<file path="src/verilog/rcs_pkg.sv">
// Package of constants and types for the relay channel selector
package rcs_pkg;
  localparam int unsigned NUM_SLOTS      = 2;
  localparam int unsigned NUM_RELAYS     = 25;   // Relay positions per module
  localparam int unsigned MEAS_CH        = 20;   // Measurement channels
  localparam int unsigned PAIR_OFFSET    = 10;   // Channel n pairs with n+10
  localparam int unsigned SYS_CH_MAX     = 10;   // Highest 4-wire system ch
  localparam logic [4:0]  POLE_RELAY     = 5'h17; // Relay 23
  localparam logic [4:0]  SENSE_ISO      = 5'h18; // Relay 24
  localparam logic [4:0]  INPUT_ISO      = 5'h19; // Relay 25
  localparam logic [7:0]  ERR_RANGE      = 8'hDE; // Error -222 as 8-bit code 222
  localparam logic [7:0]  ERR_NONE       = 8'h00;
  localparam int unsigned MSG_TIME_MS    = 1;    // Brief message duration
  localparam int unsigned CLK_HZ         = 50000000;
  localparam int unsigned MSG_CYCLES     = MSG_TIME_MS * (CLK_HZ / 1000);
  localparam logic [2:0]  TYPE_NONE      = 3'h0; // Module type codes
  localparam logic [2:0]  TYPE_MEAS      = 3'h1;
  localparam logic [2:0]  TYPE_NONMEAS   = 3'h2;

  // Relay bank image, one bit per relay, bit 0 is relay 1
  typedef logic [NUM_RELAYS-1:0] rcs_bank_t;

  // Selected channel: slot index and channel number, zero means none
  typedef struct packed {
    logic       slot;
    logic [4:0] chan;
  } rcs_chan_s;

  // Remote request group
  typedef struct packed {
    logic       close;
    logic       open_all;
    logic       assign_virt;
    logic [3:0] digit_slot;
    logic [7:0] digit_chan; // Two BCD digits
    logic [2:0] virt_type;
  } rcs_req_s;
endpackage : rcs_pkg

</file>
<file path="src/verilog/rcs_code_decode.sv">
// Decoder of a three-digit slot-plus-channel code
`timescale 1ns/1ps
module rcs_code_decode (
  // Code digits
  input  wire logic [3:0] slot_digit_in,
  input  wire logic [7:0] chan_bcd_in,
  // Decoded channel
  output logic            ok_out,
  output rcs_pkg::rcs_chan_s chan_out
);
  import rcs_pkg::*;
  logic [4:0] bin;

  // BCD to binary; tens digit above 2 can never be a channel
  always_comb begin
    bin = 5'(chan_bcd_in[3:0]) + 5'(chan_bcd_in[7:4]) * 5'h0A;
    ok_out = (slot_digit_in == 4'h1 || slot_digit_in == 4'h2) &&
             chan_bcd_in[7:4] < 4'h3 && chan_bcd_in[3:0] < 4'hA;
    chan_out.slot = (slot_digit_in == 4'h2);
    chan_out.chan = bin;
  end
endmodule : rcs_code_decode

</file>
<file path="src/verilog/rcs_msg_timer.sv">
// Brief indication timer for front-panel messages
`timescale 1ns/1ps
module rcs_msg_timer (
  // Clock and reset
  input  wire logic clk_in,
  input  wire logic rst_in,
  // Trigger and indication
  input  wire logic start_in,
  output logic      busy_out
);
  import rcs_pkg::*;
  logic [31:0] cnt_reg;

  // Restart on each trigger so a repeated press extends the message
  always_ff @(posedge clk_in) begin
    if (rst_in) begin
      cnt_reg <= 32'h0;
    end else if (start_in) begin
      cnt_reg <= 32'(MSG_CYCLES);
    end else if (cnt_reg != 32'h0) begin
      cnt_reg <= cnt_reg - 32'h1;
    end
  end
  assign busy_out = (cnt_reg != 32'h0);
endmodule : rcs_msg_timer

</file>
<file path="src/verilog/rcs_selector.sv">
// Relay channel selector: system channel control for two switching slots
// Contract
// At most one system channel; none when nothing is shown.
// Closing a channel closes input isolation; 4-wire adds pair and sense.
// Open previous system channel and pair before closing the new one.
// Only meter-routable measurement channels may become system channel.
// Channels are addressed by slot digit plus two channel digits.
// Twenty-channel module: channels 1-10 system, channel n pairs n+10.
// 2-wire select closes channel relay and input isolation relay 25.
// 4-wire select also closes paired relay and sense isolation 24.
// 4-wire select also closes pole-mode relay 23.
// Step keys move to next or previous valid channel, open then close.
// Step with no module in either slot flags no-module briefly.
// Step with no measuring module flags no-measuring-module briefly.
// Stepping past the range ends shows nothing and opens everything.
// Virtual module assigned only to empty slot, only remotely.
// Virtual module behaves exactly like a fitted module.
// Virtual assignments are volatile, lost at power removal.
// System channel number is shown; paired channel is not.
// Remote close of invalid channel returns out-of-range error.
// Open-all opens every relay on all modules.
// Module present and type inputs decide valid channels.
`timescale 1ns/1ps
module rcs_selector (
  // Clock and reset
  input  wire logic               clk_in,
  input  wire logic               rst_in,
  // Module detection pins
  input  wire logic [1:0]         present_in,
  input  wire logic [5:0]         type_in,
  // Front panel
  input  wire logic               key_next_in,
  input  wire logic               key_prev_in,
  input  wire logic               four_wire_in,
  // Remote requests (same clock domain)
  input  wire rcs_pkg::rcs_req_s  req_in,
  input  wire logic               req_remote_in,
  // Relay coils
  output rcs_pkg::rcs_bank_t      relay0_out,
  output rcs_pkg::rcs_bank_t      relay1_out,
  // Status
  output rcs_pkg::rcs_chan_s      shown_out,
  output logic                    shown_valid_out,
  output logic                    no_module_out,
  output logic                    no_measuring_module_indication_out,
  output logic [7:0]              error_code_out,
  output logic                    done_out
);
  import rcs_pkg::*;

  typedef enum logic [1:0] {
    ST_IDLE  = 2'b00,
    ST_OPEN  = 2'b01,
    ST_CLOSE = 2'b10
  } rcs_state_e;

  rcs_state_e  state_reg;
  logic [1:0]  pres_s1_reg, pres_s2_reg;
  logic [5:0]  type_s1_reg, type_s2_reg;
  logic [1:0]  next_s1_reg, next_s2_reg, prev_s1_reg, prev_s2_reg;
  logic        next_d_reg, prev_d_reg;
  logic [5:0]  virt_reg;              // Virtual type per slot
  rcs_chan_s   sys_reg, target_reg;
  logic        sys_valid_reg, target_valid_reg, sys_4w_reg;
  rcs_bank_t   bank_reg [NUM_SLOTS];
  logic [7:0]  err_reg;
  logic        done_reg;
  logic        msg_nomod_start, msg_nomeas_start;
  logic        code_ok;
  rcs_chan_s   code_chan;
  logic        next_p, prev_p;
  logic [2:0]  eff_type [NUM_SLOTS];
  logic        any_mod, any_meas;
  rcs_chan_s   step_chan;
  logic        step_valid;

  // Synchronise pin inputs; first stage feeds only the second
  always_ff @(posedge clk_in) begin
    if (rst_in) begin
      pres_s1_reg <= 2'h0;
      pres_s2_reg <= 2'h0;
      type_s1_reg <= 6'h00;
      type_s2_reg <= 6'h00;
      next_s1_reg <= 2'h0;
      next_s2_reg <= 2'h0;
      prev_s1_reg <= 2'h0;
      prev_s2_reg <= 2'h0;
    end else begin
      pres_s1_reg <= present_in;
      pres_s2_reg <= pres_s1_reg;
      type_s1_reg <= type_in;
      type_s2_reg <= type_s1_reg;
      next_s1_reg <= {next_s1_reg[0], key_next_in};
      next_s2_reg <= {next_s2_reg[0], next_s1_reg[1]};
      prev_s1_reg <= {prev_s1_reg[0], key_prev_in};
      prev_s2_reg <= {prev_s2_reg[0], prev_s1_reg[1]};
    end
  end

  // Key edge detectors on the synchronised level
  always_ff @(posedge clk_in) begin
    if (rst_in) begin
      next_d_reg <= 1'b0;
      prev_d_reg <= 1'b0;
    end else begin
      next_d_reg <= next_s2_reg[0];
      prev_d_reg <= prev_s2_reg[0];
    end
  end
  assign next_p = next_s2_reg[0] & ~next_d_reg;
  assign prev_p = prev_s2_reg[0] & ~prev_d_reg;

  // Effective module type: fitted wins, else virtual
  always_comb begin
    for (int s = 0; s < NUM_SLOTS; s++) begin
      eff_type[s] = pres_s2_reg[s] ? type_s2_reg[3*s +: 3]
                                   : virt_reg[3*s +: 3];
    end
    any_mod  = (eff_type[0] != TYPE_NONE) || (eff_type[1] != TYPE_NONE);
    any_meas = (eff_type[0] == TYPE_MEAS) || (eff_type[1] == TYPE_MEAS);
  end

  // Valid system channel on current wiring mode
  function automatic logic is_meas(input rcs_chan_s c, input logic fw,
                                   input logic [2:0] t0, input logic [2:0] t1);
    logic [2:0] t;
    t = c.slot ? t1 : t0;
    is_meas = (t == TYPE_MEAS) && c.chan != 5'h00 &&
              c.chan <= (fw ? 5'(SYS_CH_MAX) : 5'(MEAS_CH));
  endfunction : is_meas

  // Linear position 1..40 of a channel for stepping
  function automatic logic [5:0] lin(input rcs_chan_s c);
    lin = {1'b0, c.chan} + (c.slot ? 6'(MEAS_CH) : 6'h00);
  endfunction : lin

  // Next or previous valid channel; none when past an end
  always_comb begin
    logic [5:0] pos;
    rcs_chan_s  c;
    c = '0;
    pos = sys_valid_reg ? lin(sys_reg) : 6'h00;
    step_chan = '0;
    step_valid = 1'b0;
    if (next_p) begin
      for (int i = 40; i >= 1; i--) begin
        c.slot = (i > 20);
        c.chan = 5'(i > 20 ? i - 20 : i);
        if (6'(i) > pos && is_meas(c, four_wire_in, eff_type[0],
                                    eff_type[1])) begin
          step_chan = c;
          step_valid = 1'b1;
        end
      end
    end else begin
      for (int i = 1; i <= 40; i++) begin
        c.slot = (i > 20);
        c.chan = 5'(i > 20 ? i - 20 : i);
        if ((pos == 6'h00 || 6'(i) < pos) &&
            is_meas(c, four_wire_in, eff_type[0], eff_type[1])) begin
          step_chan = c;
          step_valid = 1'b1;
        end
      end
    end
  end

  rcs_code_decode u_decode (
    .slot_digit_in (req_in.digit_slot),
    .chan_bcd_in   (req_in.digit_chan),
    .ok_out        (code_ok),
    .chan_out      (code_chan)
  );

  // Sequencer: take a request, open old channel, then close new one
  always_ff @(posedge clk_in) begin
    if (rst_in) begin
      state_reg        <= ST_IDLE;
      sys_reg          <= '0;
      sys_valid_reg    <= 1'b0;
      sys_4w_reg       <= 1'b0;
      target_reg       <= '0;
      target_valid_reg <= 1'b0;
      err_reg          <= ERR_NONE;
      done_reg         <= 1'b0;
      for (int s = 0; s < NUM_SLOTS; s++) bank_reg[s] <= '0;
    end else begin
      done_reg <= 1'b0;
      unique case (state_reg)
        ST_IDLE: begin
          if (req_remote_in && req_in.open_all) begin
            for (int s = 0; s < NUM_SLOTS; s++) bank_reg[s] <= '0;
            sys_valid_reg <= 1'b0;
            err_reg <= ERR_NONE;
            done_reg <= 1'b1;
          end else if (req_remote_in && req_in.close) begin
            if (code_ok && is_meas(code_chan, four_wire_in,
                                   eff_type[0], eff_type[1])) begin
              target_reg <= code_chan;
              target_valid_reg <= 1'b1;
              err_reg <= ERR_NONE;
              state_reg <= ST_OPEN;
            end else begin
              err_reg <= ERR_RANGE;
              done_reg <= 1'b1;
            end
          end else if ((next_p || prev_p) && any_meas) begin
            target_reg <= step_chan;
            target_valid_reg <= step_valid;
            state_reg <= ST_OPEN;
          end
        end
        ST_OPEN: begin
          // Old channel and its pair leave first to avoid two on the bus
          if (sys_valid_reg) begin
            bank_reg[sys_reg.slot][sys_reg.chan - 5'h01] <= 1'b0;
            if (sys_4w_reg) begin
              bank_reg[sys_reg.slot][sys_reg.chan + 5'(PAIR_OFFSET) - 5'h01]
                <= 1'b0;
            end
            // Routing relays leave with the channel, so a 2-wire or
            // other-slot pick never keeps stale sense or pole paths; a
            // same-slot pick opens input isolation for one cycle
            bank_reg[sys_reg.slot][INPUT_ISO - 5'h01]  <= 1'b0;
            bank_reg[sys_reg.slot][SENSE_ISO - 5'h01]  <= 1'b0;
            bank_reg[sys_reg.slot][POLE_RELAY - 5'h01] <= 1'b0;
          end
          if (!target_valid_reg) begin
            for (int s = 0; s < NUM_SLOTS; s++) bank_reg[s] <= '0;
          end
          sys_valid_reg <= 1'b0;
          state_reg <= ST_CLOSE;
        end
        ST_CLOSE: begin
          if (target_valid_reg) begin
            bank_reg[target_reg.slot][target_reg.chan - 5'h01] <= 1'b1;
            bank_reg[target_reg.slot][INPUT_ISO - 5'h01] <= 1'b1;
            if (four_wire_in) begin
              bank_reg[target_reg.slot]
                [target_reg.chan + 5'(PAIR_OFFSET) - 5'h01] <= 1'b1;
              bank_reg[target_reg.slot][SENSE_ISO - 5'h01] <= 1'b1;
              bank_reg[target_reg.slot][POLE_RELAY - 5'h01] <= 1'b1;
            end
            sys_reg <= target_reg;
            sys_valid_reg <= 1'b1;
            sys_4w_reg <= four_wire_in;
          end
          done_reg <= 1'b1;
          state_reg <= ST_IDLE;
        end
        default: state_reg <= ST_IDLE;
      endcase
    end
  end

  // Virtual modules: remote only, empty slot only; reset models power loss
  always_ff @(posedge clk_in) begin
    if (rst_in) begin
      virt_reg <= 6'h00;
    end else if (req_remote_in && req_in.assign_virt &&
                 code_ok && !pres_s2_reg[code_chan.slot]) begin
      virt_reg[3*code_chan.slot +: 3] <= req_in.virt_type;
    end
  end

  assign msg_nomod_start  = (next_p || prev_p) && !any_mod;
  assign msg_nomeas_start = (next_p || prev_p) && any_mod && !any_meas;

  rcs_msg_timer u_nomod (
    .clk_in   (clk_in),
    .rst_in   (rst_in),
    .start_in (msg_nomod_start),
    .busy_out (no_module_out)
  );
  rcs_msg_timer u_nomeas (
    .clk_in   (clk_in),
    .rst_in   (rst_in),
    .start_in (msg_nomeas_start),
    .busy_out (no_measuring_module_indication_out)
  );

  // Only the system channel is shown, never its pair
  assign shown_out       = sys_valid_reg ? sys_reg : '0;
  assign shown_valid_out = sys_valid_reg;
  assign relay0_out      = bank_reg[0];
  assign relay1_out      = bank_reg[1];
  assign error_code_out  = err_reg;
  assign done_out        = done_reg;

  AST_ISO_WITH_CH: assert property (@(posedge clk_in) disable iff (rst_in)
    sys_valid_reg |-> bank_reg[sys_reg.slot][INPUT_ISO - 5'h01])
    else $error("Input isolation open with system channel");
  AST_POLE_4W: assert property (@(posedge clk_in) disable iff (rst_in)
    (sys_valid_reg && sys_4w_reg) |->
      bank_reg[sys_reg.slot][POLE_RELAY - 5'h01] &&
      bank_reg[sys_reg.slot][SENSE_ISO - 5'h01])
    else $error("Pole or sense relay open in 4-wire");
  AST_OPEN_FIRST: assert property (@(posedge clk_in) disable iff (rst_in)
    state_reg == ST_OPEN |=> !sys_valid_reg)
    else $error("Old channel not released before close");
  AST_BAD_CLOSE: assert property (@(posedge clk_in) disable iff (rst_in)
    (state_reg == ST_IDLE && req_remote_in && req_in.close && !req_in.open_all
     && !code_ok) |=> err_reg == ERR_RANGE && done_reg)
    else $error("Invalid close not rejected");
  AST_OPEN_ALL: assert property (@(posedge clk_in) disable iff (rst_in)
    (state_reg == ST_IDLE && req_remote_in && req_in.open_all) |=>
      relay0_out == '0 && relay1_out == '0 && !shown_valid_out)
    else $error("Open-all left a relay closed");
  AST_SEQ_LEN: assert property (@(posedge clk_in) disable iff (rst_in)
    state_reg == ST_OPEN |=> state_reg == ST_CLOSE ##1 done_reg)
    else $error("Selection sequence length wrong");
  AST_NOMOD: assert property (@(posedge clk_in) disable iff (rst_in)
    msg_nomod_start |-> ##2 no_module_out)
    else $error("No-module indication missing");
  AST_NOMEAS: assert property (@(posedge clk_in) disable iff (rst_in)
    (msg_nomeas_start && state_reg == ST_IDLE) |=>
      state_reg == ST_IDLE)
    else $error("Selection started with no measuring module");
  AST_EMPTY_OPEN: assert property (@(posedge clk_in) disable iff (rst_in)
    (state_reg == ST_OPEN && !target_valid_reg) |=>
      relay0_out == '0 && relay1_out == '0)
    else $error("Stepping off the end left relays closed");

  COV_STEP: cover property (@(posedge clk_in) next_p && any_meas);
  COV_4W: cover property (@(posedge clk_in) sys_valid_reg && sys_4w_reg);
  COV_ERR: cover property (@(posedge clk_in) err_reg == ERR_RANGE);
  COV_VIRT: cover property (@(posedge clk_in) virt_reg != 6'h00);
endmodule : rcs_selector
</file>
<file path="config.mk">
export PLATFORM = sky130hd
export DESIGN_NAME = rcs_selector
export DESIGN_NICKNAME = d
export VERILOG_FILES = /design/src/verilog/rcs_pkg.sv /design/src/verilog/rcs_code_decode.sv /design/src/verilog/rcs_msg_timer.sv /design/src/verilog/rcs_selector.sv
export SDC_FILE = /design/constraint.sdc
export NUM_CORES = 1
export LEC_CHECK = 0
export BUFFER_PORTS_ARGS = -buffer_cell sky130_fd_sc_hd__clkbuf_2
export CAP_MARGIN = 20
export CORE_UTILIZATION = 65
export CTS_BUF_LIST = sky130_fd_sc_hd__clkbuf_4 sky130_fd_sc_hd__clkbuf_8 sky130_fd_sc_hd__clkbuf_16
export DETAILED_ROUTE_END_ITERATION = 8
export GPL_TIMING_DRIVEN = 0
export PLACE_DENSITY = 0.87
export SYNTH_ARGS = -nofsm -noshare
export SYNTH_HDL_FRONTEND = slang
export SYNTH_HIERARCHICAL = 1
export SYNTH_SLANG_ARGS = --single-unit
</file>
<file path="constraint.sdc">
create_clock -name clk_in -period 7.1 [get_ports clk_in]
set_input_delay 1.42 -clock clk_in [delete_from_list [all_inputs] [get_ports clk_in]]
set_output_delay 1.42 -clock clk_in [all_outputs]
set_load 0.01 [all_outputs]
</file>
* Word-level counts from Yosys, hierarchy flattened
Memory sizes are Yosys's and may differ from the RTL's. Index checks and enable logic that the tools add are counted.
Word-level totals: memories kept 1, logic and storage cells 1229, register bits after elaboration 120, bits in writable memories 50
Memory list:
- bank_reg | depth 2, width 25, read ports 2, clocked after memory_dff 0, write ports 2, line rcs_selector.sv:65 | rcs_bank_t bank_reg [NUM_SLOTS];
Operators by class: multiplexer cells 374, $mul 2, add/subtract/negate cells 11, bitwise gates (word level) 473, shift-type cells 2, magnitude comparators 112, equality and inequality tests 23, reductions and logical operators 206
Operators with widths (number):
- $mux 6 | 85
- $mux 25 | 12
- $mux 1 | 253
- $and 1x1->1 | 223
- $logic_and 1x1->1 | 138
- $or 1x1->1 | 132
- $not 1->1 | 115
- $gt 5x6->1 const A | 16
- $lt 5x6->1 const A | 16
- $mux 16 | 4
- $reduce_bool 32->1 | 2
- $sub 32x1->32 const B | 2
- $gt 6x6->1 const A | 9
- $lt 6x6->1 const A | 9
- $reduce_or 25->1 | 2
- $gt 4x6->1 const A | 8
- $lt 4x6->1 const A | 8
- $logic_or 1x1->1 | 44
- $le 4x5->1 const A | 8
- $neg 3->34 | 1
- $shift 3x34->6 const A | 1
- $shiftx 3x34->6 | 1
- $le 5x5->1 const A | 5
- $gt 3x6->1 const A | 4
- 49 further kinds | 105

* Logic depth before layout (Yosys ltp)
Gate-level depths: netlist (run 1).
word-level depth 49, depth in mapped cells 14, mapped depth without buffers 13

* By module
Netlist (run 1), hierarchy kept.
Modules (own cells, without submodules):
- rcs_selector | times used 1, area each 6817.8 sq um, sequential area each 2482.4 sq um, cells an instance 845
- rcs_msg_timer | times used 2, area each 1739.2 sq um, sequential area each 640.6 sq um, cells an instance 212
- rcs_code_decode | times used 1, area each 181.4 sq um, sequential area each 0.0 sq um, cells an instance 22

* Worst setup path before layout (run 1)
OpenSTA, ideal clock, no wires.
kind input to register, start point input req_in[7] (netlist name), end point register target_reg[1] (netlist name), path slack 3011 ps, required time 6980 ps, cell stages on the path 12, library setup time 120 ps, arrival 3969 ps, path through ha_1 -> ha_1 -> a21oi_1 -> xnor2_1 -> or4_1 -> o21ai_0 -> nor4_1 -> a31oi_1 -> a211oi_1 -> a31oi_1 -> a211oi_1 -> a211o_1
RTL lines:
- start: declaration | line rcs_selector.sv:36 | input wire rcs_pkg::rcs_req_s req_in,
- end signal: assignment | line rcs_selector.sv:199 | target_reg <= code_chan;
- end signal: assignment | line rcs_selector.sv:208 | target_reg <= step_chan;
- end: declaration | line rcs_selector.sv:63 | rcs_chan_s sys_reg, target_reg;

==> key figures, run 1 <==
Status
  • Status: finished, final reports clean

Logic synthesis
  • Async SR Flop Fraction: 0%
  • Cell Area, Synth: between 0.01 and 0.015 sq mm
  • Register area share after synthesis: between 30% and 40%
  • Post-synth EDFFs: 50
  • Post-synthesis simple-gate area fraction: 30.7%
  • Synth Area in XOR/XNOR: under 10%
  • Mean post-synth cell area: ~8 sq um
  • Distinct cells, synth: 93
  • Multiplexer area fraction after synthesis: between 1 and 1.5%
  • Post-synthesis compound-gate area fraction: between 20% and 30%
  • Flops & latches, synth: about 160
  • Post-synthesis cell count: about 1300
  • Ys Warns: 6
  • Largest family of logic cells by synthesized area: simple AND/OR/NAND/NOR gates
  • Synth Area in Adders: under 10%
  • Most used DFF post-synth: dfxtp_1

Drt
  • Starting DRT DRC Count: around 1800
  • Pre-antenna DRT Iters: 9
  • DR vias/cell: a little under 7
  • # DRC: 0
  • DR WL/cell: 20.0 um
  • Total Wirelength: ~33000 um
  • Final antenna-violating net count: 0
  • Vias: 11300

CTS
  • CTS sink cnt: ~160
  • CTS tree: built
  • Clock slew at reported path FFs: 0.07 ns
  • Hold_buf cts: 0
  • Deepest clock path buffer count: 2
  • Post-CTS Setup Bufs: 0
  • H-tree level count: 4
  • Clk root buf: clkbuf_16
  • CTS Buf Count: 17
  • Worst-skew pair later-pin latency: around 0.45 ns
  • Post-CTS sizing: 0

Timing
  • Setup-failing EPs final: 0
  • Min Hold Slack: around 0.43 ns
  • Total Neg Setup Slack: 0 ns
  • FMAX: about 240 MHz
  • Tcrit/Tclk final: approximately three fifths
  • Tightest Pin Transition: 1.01 ns
  • Slew margin rel.: 32.4%
  • Slew Viols, Final: 0
  • Layout Skew: approximately 0.016 ns
  • Unrepaired setup endpoints after global routing: no
  • PnR worst setup slack: around 3.0 ns
  • Fin. Hold Viols: 0
  • Final min period: approximately 4.1 ns

Layout
  • Commonest non-fill, non-tap cells in the layout: nor2_1, dfxtp_1, nand2_1
  • Area of the multi-input gates: just over 0.006 sq mm
  • Fillers: roughly 1200
  • Commonest non-fill, non-tap cell in the layout: nor2_1
  • Reg area: 0.00376 sq mm
  • Nets@finish: approximately 1500
  • Number of diodes: 0
  • Layout cells sized above 1: ~15%
  • Max reg flops: 50
  • Area overhead of the layout relative to synthesis: 12.5%

Floorplanning
  • Core region area: around 0.016 sq mm
  • Die Height: about 130 um
  • DIE WIDTH: roughly 130 um
  • Io pins: 100
  • Rows: 46
  • Starting Density: between 60% and 70%
  • Die area: 0.0166 sq mm

Power and ir drop
  • Pwr Density: 323 mW/mm^2
  • Leak: 0.00444 uW
  • Worst vdd ir: ~0.33 mV

Setup path
  • R2r setup slk: 3.33 ns
  • CP Max Fanout: 6
  • Arrival time at the worst endpoint: approximately 4.4 ns
  • CP Class: in -> reg
  • Critical Path End Type: register
  • Critical Path RT: about 7.4 ns
  • Startpoint Class: primary input

Placed design
  • Post-DP HPWL: approximately 24000 um
  • Routability congestion estimate: roughly 1.1
  • Port Buffers: 96
  • Setup Slack @ Placement: ~2.6 ns

Global routing
  • First-pass GRT wire length: slightly above 50000 um
  • Largest net degree at the start of global routing: 17
  • Total gr overflow: 0
  • Vias in the first global route: roughly 10000
  • GR Util All Layers: 39.3%
  • Initial antenna violation count: 0

Min path
  • Hold/Removal Path Class: reg -> reg

Flow run
  • Max-Cap Viols: 0
==> worst max-delay path, cell delays in order <==
cell	delay, ns
clkbuf_2	0.11
ha_1	0.29
ha_1	0.30
a21oi_1	0.17
xnor2_1	0.15
or4_1	0.52
o21ai_0	0.20
nor4_1	0.08
a31oi_1	0.38
a211oi_1	0.10
a31oi_1	0.30
a211oi_1	0.09
a211o_1	0.33
==> where the power goes <==
group,internal (uW),switching (uW)
registers,1120,175
clock network,471,416
logic,593,1030
==> kinds of logic (layout without fill, tap and decap cells) <==
family	after synthesis	count (layout)
xor+xnor	16	16
simple gates	588	588
compound gates	377	377
flops	163	163
mux	13	13
other cells	1	2
buf+inv	115	244
fa+ha+maj	18	18
==> final timing paths <==
| check | from | cells past startpoint | endpoint |
|---|---|---|---|
| setup reg to reg | sys_reg[5]$_SDFFE_PP0P_ | 11 | target_reg[0]$_SDFFE_PP0P_ |
| hold reg to reg | prev_s1_reg[1]$_SDFF_PP0_ | 1 | prev_s2_reg[0]$_SDFF_PP0_ |
| setup / recovery | req_in[7] | 13 | target_reg[1]$_SDFFE_PP0P_ |
| hold / removal | prev_s1_reg[1]$_SDFF_PP0_ | 1 | prev_s2_reg[0]$_SDFF_PP0_ |
==> synthesized netlist by cell type, types with 5 or more instances <==
cell type	instances	area, sq um
or4_1	28	210
o21ai_0	102	510
a31oi_1	20	125
o31ai_1	19	143
ha_1	17	213
buf_2	14	70.1
nand2_1	108	405
xor2_1	5	43.8
nor2b_1	31	194
clkbuf_1	48	180
dfxtp_1	113	2260
a21o_1	9	67.6
nor3_1	50	250
o41ai_1	5	43.8
buf_4	11	82.6
a21boi_0	6	45.0
or2_2	10	62.6
and2_1	16	100
nand4_1	14	87.6
nor4_1	31	194
or3_1	36	225
inv_1	36	135
o211ai_1	9	67.6
a211o_1	5	43.8
nand2b_1	19	119
nand3_1	35	175
xnor2_1	9	78.8
mux2i_1	12	120
o21ai_1	5	25.0
nand3b_1	10	75.1
o22ai_1	26	163
edfxtp_1	50	1500
a211oi_1	12	90.1
and3_1	25	156
a21oi_1	84	420
a22oi_1	6	45.0
nor2_1	134	503
==> routing by layer <==
layer  global-route usage, %  vias to the layer above  part of all wire [%]
met3                    9.69                      181                    11
met1                    50.7                     5172                    40
met2                    60.3                      851                    43
met4                    21.9                        0                   5.5
li1                        -                     5091                     -
met5                       0                        -                     0
==> final cells by class <==
| cell class | count | area share [%] |
|---|---|---|
| inverter | 36 | 1.15 |
| buffer | 79 | 3.14 |
| timing repair buffer | 97 | 4.14 |
| sequential | 163 | 31.9 |
| multi-input combinational | 1014 | 52.7 |
| clock inverter | 11 | 0.796 |
| tap | 216 | 2.29 |
| clock buffer | 21 | 3.86 |
==> per-stage QoR <==
stage | instance area [sq um] | utilization, % | instances | total power, uW
finish | 11800 | 74.5 | 1637 | 3800
global route | 11800 | 74.5 | 1637 | 4000
CTS | 11800 | 74.5 | 1637 | 3740
detailed placement | 11200 | 71.0 | 1605 | 2850
global placement | 11200 | 71.0 | 1604 | 2790
floorplan | 10500 | - | 1292 | 2460
No activity file was read; power rests on OpenSTA's default activity.
==> inputs of run 2 (changes only) <==
--- a/config.mk
+++ b/config.mk
@@ -5,13 +5,14 @@
 export SDC_FILE = /design/constraint.sdc
 export NUM_CORES = 1
 export LEC_CHECK = 0
+export ABC_AREA = 1
 export BUFFER_PORTS_ARGS = -buffer_cell sky130_fd_sc_hd__clkbuf_2
 export CAP_MARGIN = 20
-export CORE_UTILIZATION = 65
+export CORE_UTILIZATION = 61
 export CTS_BUF_LIST = sky130_fd_sc_hd__clkbuf_4 sky130_fd_sc_hd__clkbuf_8 sky130_fd_sc_hd__clkbuf_16
 export DETAILED_ROUTE_END_ITERATION = 8
 export GPL_TIMING_DRIVEN = 0
-export PLACE_DENSITY = 0.87
+export PLACE_DENSITY = 0.82
 export SYNTH_ARGS = -nofsm -noshare
 export SYNTH_HDL_FRONTEND = slang
 export SYNTH_HIERARCHICAL = 1
==> constraint.sdc (replaced) <==
create_clock -name clk_in -period 4.2 [get_ports clk_in]
set_input_delay 0.84 -clock clk_in [delete_from_list [all_inputs] [get_ports clk_in]]
set_output_delay 0.84 -clock clk_in [all_outputs]
set_load 0.01 [all_outputs]
==> run 2 against run 1 <==
Register-to-register slack got worse by 2.7 ns. Clock power increased by 87%. First-iteration DRC count decreased by 32%. Area after synthesis increased by 7.1%. Worst setup slack got worse by 2.6 ns. Sequential share of layout area decreased by 2.1 points. Combinational power increased to 2.6 times the previous value. Global-route usage decreased by 4.8 points. Die area increased by 14%. Clock skew decreased by 0.0036 ns. Critical path type unchanged. Critical endpoint is now target_reg[4]$_SDFFE_PP0P_.
==> key figures, run 2 <==
Global routing
  • Largest net degree at the start of global routing: 19 (+2)
  • Initial antenna violation count: 0 (unchanged)
  • Vias in the first global route: 10600 (+6.5%)
  • Met2 Use GR: 59.0% (-1.2 points)
  • First-pass GRT wire length: 50900 um (about the same)
  • Met3 GRT Util: 5.30% (-4.4 points)
  • Total gr overflow: 0 (unchanged)
  • Busiest layer in global routing: met2
  • Grt met1 use: 43.9% (-6.8 points)
  • GR Util All Layers: 34.4% (-4.8 points)

Layout
  • Commonest non-fill, non-tap cell in the layout: nand2_1
  • Max reg flops: 50 (unchanged)
  • Layout cells sized above 1: 12.8% (-1.9 points)
  • Nets@finish: 1936 (+33%)
  • Fin cells: 2128 (+30%)
  • Commonest non-fill, non-tap cells in the layout: nand2_1, nor2_1, inv_1
  • Number of diodes: 0 (unchanged)
  • Final core utilization: 70.0% (-4.5 points)
  • Area overhead of the layout relative to synthesis: 12.5% (about the same)

Setup path
  • Critical Path RT: 4.53 ns (-2.88 ns)
  • R2r setup slk: 0.65 ns (-2.68 ns)
  • FF-to-FF End: target_reg[0]$_SDFFE_PP0P_
  • Reg2Reg Launch Point: sys_reg[2]$_SDFFE_PP0P_
  • CP Max Fanout: 10 (+4)
  • CP max stage delay: 0.36 ns (-0.16 ns)
  • Startpoint Class: primary input
  • Critical-path cell list: clkbuf_2 > ha_1 > ha_1 > nand2_1 > nand2_1 > nor2_2 > inv_1 > nand2_1 > nand2_1 > ha_1 > nand2_1 > inv_1 > o21ai_0 > nand2_1 > a211oi_1 > inv_1 > a21oi_1 > inv_1 > nor2_1 > inv_1 > nor2_2 > inv_1 > buf_2 > a2111oi_2
  • Crit path depth: 24 (+11)
  • Worst Reg-to-Reg Cells: 41 (+30)
  • Critical Path End Type: register
  • Cell family with most CP delay: adder cells
  • Crit path from: req_in[7]
  • Worst Setup EP: target_reg[4]$_SDFFE_PP0P_
  • Worst path bufs/invs: 8 (+7)
  • CP max stage cell: a2111oi_2
  • Arrival time at the worst endpoint: 4.20 ns (-0.24 ns)
  • CP Class: in -> reg

Timing
  • Slew margin rel.: 45.2% (+13 points)
  • Tcrit/Tclk final: around nine tenths
  • Final min period: 3.86 ns
  • Fin. Hold Viols: 0 (unchanged)
  • Slew Viols, Final: 0 (unchanged)
  • Setup-failing EPs final: 0 (unchanged)
  • Tightest Pin Transition: 0.819 ns (-0.190 ns)
  • Unrepaired setup endpoints after global routing: no
  • PnR worst setup slack: 0.338 ns (-2.64 ns)
  • FMAX: 259 MHz
  • Layout Skew: 0.0124 ns (-0.00357 ns)

Logic synthesis
  • Synth area leaders: dfxtp_1, nand2_1, edfxtp_1
  • Async SR Flop Fraction: 0% (unchanged)
  • Post-synthesis cell count: 1769 (+37%)
  • Post-synth top cells: nand2_1, nor2_1, inv_1
  • Register area share after synthesis: 33.5% (-2.4 points)
  • Post-synth EDFFs: 50 (unchanged)
  • Share of the synthesized area in the top cell type: 20.2% (-1.4 points)
  • Top-count cell post-synth: nand2_1
  • Biggest area consumer among synthesized cells: dfxtp_1
  • Most used DFF post-synth: dfxtp_1
  • Flops & latches, synth: 163 (unchanged)
  • Mean post-synth cell area: 6.34 sq um (-22%)
  • Ys Warns: 6 (unchanged)
  • Distinct cells, synth: 55 (-41%)
  • Cell Area, Synth: 0.0112 sq mm (+7.1%)

Placed design
  • Post-DP HPWL: 24300 um (+2.5%)
  • Port Buffers: 96 (unchanged)
  • Routability congestion estimate: 1.02 (-5.3%)
  • Placed Cells: 2095 (+31%)
  • Setup Slack @ Placement: -0.156 ns (-2.71 ns)

Floorplanning
  • Rows: 49 (+6.5%)
  • Core region area: 0.0180 sq mm (+14%)
  • Starting Density: 62.3% (-3.9 points)
  • Io pins: 100 (unchanged)
  • DIE WIDTH: 138 um (+6.7%)
  • Die Height: 138 um (+6.7%)
  • Die area: 0.0189 sq mm (+14%)

Drt
  • # DRC: 0 (unchanged)
  • Starting DRT DRC Count: 1212 (-32%)
  • Vias: 11900 (+5.6%)
  • Total Wirelength: 32100 um (-2.1%)
  • DR vias/cell: 5.60 (-19%)
  • DR WL/cell: 15.1 um (-25%)
  • Pre-antenna DRT Iters: 7 (-2)
  • Final antenna-violating net count: 0 (unchanged)

CTS
  • Clock slew at reported path FFs: 0.07 ns (about the same)
  • CTS Buf Count: 17 (unchanged)
  • Worst-skew pair later-pin latency: 0.43 ns (-0.02 ns)
  • Clk root buf: clkbuf_16
  • Post-CTS Setup Bufs: 0 (unchanged)
  • CTS sink cnt: 163 (unchanged)
  • H-tree level count: 4 (unchanged)
  • Deepest clock path buffer count: 2 (unchanged)
  • CTS tree: built

Status
  • Status: finished, final reports clean

Power and ir drop
  • Final Total Pwr: 8130 uW (+110%)
  • Worst vdd ir: 0.764 mV (+130%)
  • Pwr Density: 644 mW/mm^2 (+100%)
  • Leak: 0.00614 uW (+38%)

Min path
  • Hold/Removal Path Class: reg -> reg

Flow run
  • Max-Cap Viols: 0 (unchanged)
[run 2: worst reg2reg max path: cells and delay by family, from the launching register on]
| family | cells | cell delay [ns] |
|---|---|---|
| and+or+nand+nor | 36 | 2.28 |
| adders and majority gates | 2 | 0.57 |
| DFF | 1 | 0.34 |
| buffers and inverters | 2 | 0.17 |
| AOI/OAI and AO/OA | 1 | 0.11 |
[run 2: area by class of cell]
type	count	area, sq um
Multi-Input combinational cell	1317	6250
Fill cell	1566	5400
Sequential cell	163	3760
Inverter	245	930
Timing Repair Buffer	97	485
Clock buffer	19	447
Buffer	45	290
Tap cell	229	287
Clock inverter	13	169
[run 2: stage by stage]
stage               TNS (ns)  cell area (sq um)  hold WS [ns]
floorplan                  0              11200         0.388
global placement     -0.0447              12000         0.391
detailed placement    -0.156              12000         0.392
CTS                        0              12600         0.403
global route               0              12600         0.418
finish                     0              12600         0.400
[run 2: kinds of logic after synthesis]
group	share of synthesized area (%)
DFF	33.5
and+or+nand+nor	40.0
xor gates and xnor gates	1.48
buffers and inverters	10.9
other	0.0334
AOI/OAI and AO/OA	12.0
adders and majority gates	2.07
[run 2: routing by layer]
metal | share of wire [%] | up-vias
met5 | 0 | -
met4 | 2.2 | 0
met3 | 8.8 | 71
met2 | 48 | 580
met1 | 41 | 5412
li1 | - | 5863
[run 2: worst min-delay path by stage]
stage | startpoint | endpoint | cells after the start
floorplan | next_s1_reg[0]$_SDFF_PP0_ | next_s1_reg[1]$_SDFF_PP0_ | 2
detailed placement | type_s1_reg[4]$_SDFF_PP0_ | type_s2_reg[4]$_SDFF_PP0_ | 2
global route | type_s1_reg[4]$_SDFF_PP0_ | type_s2_reg[4]$_SDFF_PP0_ | 2
global placement | next_s1_reg[1]$_SDFF_PP0_ | next_s2_reg[0]$_SDFF_PP0_ | 2
CTS | type_s1_reg[4]$_SDFF_PP0_ | type_s2_reg[4]$_SDFF_PP0_ | 2
finish | type_s1_reg[4]$_SDFF_PP0_ | type_s2_reg[4]$_SDFF_PP0_ | 2
[run 2: power breakdown]
part / switching, uW / leakage (uW) / internal [uW] / total, uW
registers: 300 / 0.00146 / 1950 / 2250
clock network: 692 / 0.000304 / 969 / 1660
logic: 2840 / 0.00438 / 1380 / 4220
[run 2: what timing repair did]
item / CTS / global route
resized for setup: 0 / 3
endpoints found under the setup margin: 0 / 2
hold buffers: 0 / 0
==> inputs of run 3 (changes only) <==
--- a/config.mk
+++ b/config.mk
@@ -5,14 +5,15 @@
 export SDC_FILE = /design/constraint.sdc
 export NUM_CORES = 1
 export LEC_CHECK = 0
-export ABC_AREA = 1
+export ABC_AREA = 0
 export BUFFER_PORTS_ARGS = -buffer_cell sky130_fd_sc_hd__clkbuf_2
 export CAP_MARGIN = 20
 export CORE_UTILIZATION = 61
 export CTS_BUF_LIST = sky130_fd_sc_hd__clkbuf_4 sky130_fd_sc_hd__clkbuf_8 sky130_fd_sc_hd__clkbuf_16
+export CTS_CLUSTER_SIZE = 25
 export DETAILED_ROUTE_END_ITERATION = 8
 export GPL_TIMING_DRIVEN = 0
-export PLACE_DENSITY = 0.82
+export PLACE_DENSITY = 0.83
 export SYNTH_ARGS = -nofsm -noshare
 export SYNTH_HDL_FRONTEND = slang
 export SYNTH_HIERARCHICAL = 1
==> constraint.sdc (replaced) <==
create_clock -name clk_in -period 3.6 [get_ports clk_in]
set_input_delay 0.72 -clock clk_in [delete_from_list [all_inputs] [get_ports clk_in]]
set_output_delay 0.72 -clock clk_in [all_outputs]
set_load 0.01 [all_outputs]
==> run 3 against run 2 <==
Largest cell class unchanged. Final cell count decreased by 23%. Power decreased by 7.9%. Routed wire length increased by 4.1%. Utilization increased by 0.95 points. Sequential power increased by 13%. Sequential share of layout area increased by 1.9 points. Critical path depth decreased by 12. Hold slack improved by 0.032 ns.
==> key figures, run 3 (synthesis gave the netlist of run 1 again) <==
Status
  • Status: finished, final reports clean

Drt
  • Pre-antenna DRT Iters: 7 (unchanged)
  • DR vias/cell: 6.84 (+22%)
  • Starting DRT DRC Count: 1609 (+33%)
  • DR WL/cell: 20.3 um (+35%)
  • Final antenna-violating net count: 0 (unchanged)
  • # DRC: 0 (unchanged)
  • Total Wirelength: 33400 um (+4.1%)
  • Vias: 11200 (-5.8%)

Placed design
  • Setup Slack @ Placement: -0.208 ns (-0.0528 ns)
  • Port Buffers: 96 (unchanged)
  • DP Area: 0.0112 sq mm (-6.2%)
  • Post-DP HPWL: 24200 um (about the same)
  • Routability congestion estimate: 1.04 (+1.9%)

Layout
  • Nets@finish: 1458 (-25%)
  • Area overhead of the layout relative to synthesis: 13.1%
  • Final core utilization: 71.0% (+0.95 points)
  • Max reg flops: 50 (unchanged)
  • Layout cells sized above 1: 15.1% (+2.3 points)
  • Design area: 0.0119 sq mm (-6.1%)
  • Commonest non-fill, non-tap cell in the layout: nor2_1
  • Commonest non-fill, non-tap cells in the layout: nor2_1, dfxtp_1, nand2_1

Setup path
  • CP max stage cell: dfxtp_1
  • CP Class: reg -> reg
  • Arrival time at the worst endpoint: 3.81 ns (-0.39 ns)
  • CP Max Fanout: 10 (unchanged)
  • Critical Path RT: 3.91 ns (-0.62 ns)
  • CP max stage delay: 0.48 ns (+0.12 ns)
  • Critical-path cell list: ha_2 > ha_1 > buf_2 > or2_2 > buf_2 > nor2_1 > nand2_1 > o221ai_1 > a221oi_1 > a211oi_2 > o221a_2 > o21ai_1
  • Critical Path End Type: register
  • Startpoint Class: register
  • Cell mode on critical path: buf_2

Power and ir drop
  • Switching share of power: 42.7% (-4.4 points)
  • Worst vdd ir: 0.592 mV (-22%)
  • Clk network pwr share: 23.4% (+3.0 points)
  • Seq pwr share: 34.0% (+6.4 points)
  • Leak: 0.00445 uW (-27%)
  • Net Sw Power: 3200 uW (-17%)
  • Power Internal: 4290 uW (-0.18%)
  • Combinational power share: 42.5% (-9.4 points)
  • Pwr Density: 632 mW/mm^2 (-1.9%)

Floorplanning
  • Die area: 0.0177 sq mm (-6.5%)
  • Core region area: 0.0167 sq mm (-7.3%)
  • Rows: 47 (-4.1%)
  • Io pins: 100 (unchanged)
  • DIE WIDTH: 133 um (-3.3%)
  • Die Height: 133 um (-3.3%)
  • Starting Density: 62.7% (+0.48 points)

Global routing
  • Total gr overflow: 0 (unchanged)
  • First-pass GRT wire length: 53400 um (+4.8%)
  • GR Util All Layers: 38.0% (+3.5 points)
  • Vias in the first global route: 10300 (-3.1%)
  • Busiest layer in global routing: met2
  • Met3 GRT Util: 7.97% (+2.7 points)
  • Grt met1 use: 50.7% (+6.8 points)
  • Initial antenna violation count: 0 (unchanged)
  • Met2 Use GR: 57.7% (-1.4 points)
  • Largest net degree at the start of global routing: 17 (-2)

Timing
  • Slew margin rel.: 42.9% (-2.3 points)
  • Tcrit/Tclk final: 97.3%
  • FMAX: 286 MHz
  • Slew Viols, Final: 0 (unchanged)
  • Unrepaired setup endpoints after global routing: no
  • Tightest Pin Transition: 0.853 ns (+0.0340 ns)
  • Fin. Hold Viols: 0 (unchanged)
  • PnR worst setup slack: 0.0984 ns (-0.240 ns)
  • Layout Skew: 0.0141 ns (+0.00172 ns)
  • Setup-failing EPs final: 0 (unchanged)
  • Final min period: 3.50 ns

CTS
  • Clk root buf: clkbuf_16
  • Hold_buf cts: 0 (unchanged)
  • CTS sink cnt: 163 (unchanged)
  • Worst-skew pair later-pin latency: 0.44 ns (about the same)
  • CTS tree: built
  • CTS Buf Count: 17 (unchanged)
  • Clock slew at reported path FFs: 0.07 ns (about the same)
  • H-tree level count: 4 (unchanged)
  • Deepest clock path buffer count: 2 (unchanged)

Min path
  • Hold/Removal Path Class: reg -> reg

Flow run
  • Max-Cap Viols: 0 (unchanged)
## run 3: per-layer routing
metal	share of wire [%]	vias to the layer above
met2	44	818
met3	11	175
met4	5.2	2
li1	-	5076
met1	40	5163
met5	0.084	-
## run 3: power by group through the flow
| stage | sequential, uW | clock, uW | combinational (uW) |
|---|---|---|---|
| global route | 2600 | 1830 | 3490 |
| floorplan | 2510 | 0 | 2340 |
| detailed placement | 2570 | 0 | 3060 |
| CTS | 2540 | 1750 | 3090 |
| finish | 2550 | 1750 | 3180 |
| global placement | 2560 | 0 | 2970 |
## run 3: worst max-delay path: cells and delay by family, from the launching register on
kind / cells / cell delay, ns
AO/OA/AOI/OAI: 5 / 1.27
AND/OR/NAND/NOR: 3 / 0.65
adder cells (fa/ha/maj): 2 / 0.59
flip-flops: 1 / 0.48
buffers and inverters: 2 / 0.39
## run 3: area by class of cell
class | count | area [sq um]
Multi-Input combinational cell | 1014 | 6260
Fill cell | 1381 | 4850
Sequential cell | 163 | 3760
Timing Repair Buffer | 97 | 488
Clock buffer | 18 | 433
Buffer | 79 | 372
Tap cell | 220 | 275
Inverter | 36 | 135
Clock inverter | 14 | 125
Antenna cell | 1 | 2.50
## run 3: final timing paths
kind	startpoint	endpoint	slack, ns	cells past startpoint
worst max-delay path	sys_reg[5]$_SDFFE_PP0P_	target_reg[0]$_SDFFE_PP0P_	0.1	12
worst max register to register	sys_reg[5]$_SDFFE_PP0P_	target_reg[0]$_SDFFE_PP0P_	0.1	12
worst min-delay path	next_s1_reg[1]$_SDFF_PP0_	next_s2_reg[0]$_SDFF_PP0_	0.43	1
worst min register to register	next_s1_reg[1]$_SDFF_PP0_	next_s2_reg[0]$_SDFF_PP0_	0.43	1
## run 3: what timing repair did
item | 4_1_cts | 5_1_grt
endpoints found under the setup margin | 1 | 12
resized for setup | 1 | 9
buffers inserted | 0 | 0
gates cloned | 0 | 0
## run 3: metrics by stage
stage	instances	TNS [ns]	hold slack [ns]	total power, uW
final	1642	0	0.432	7490
after global routing	1641	0	0.459	7920
after CTS	1641	0	0.438	7380
after detailed placement	1609	-0.545	0.423	5630
after global placement	1608	-8.39	0.418	5520
after floorplan	1292	0	0.414	4850
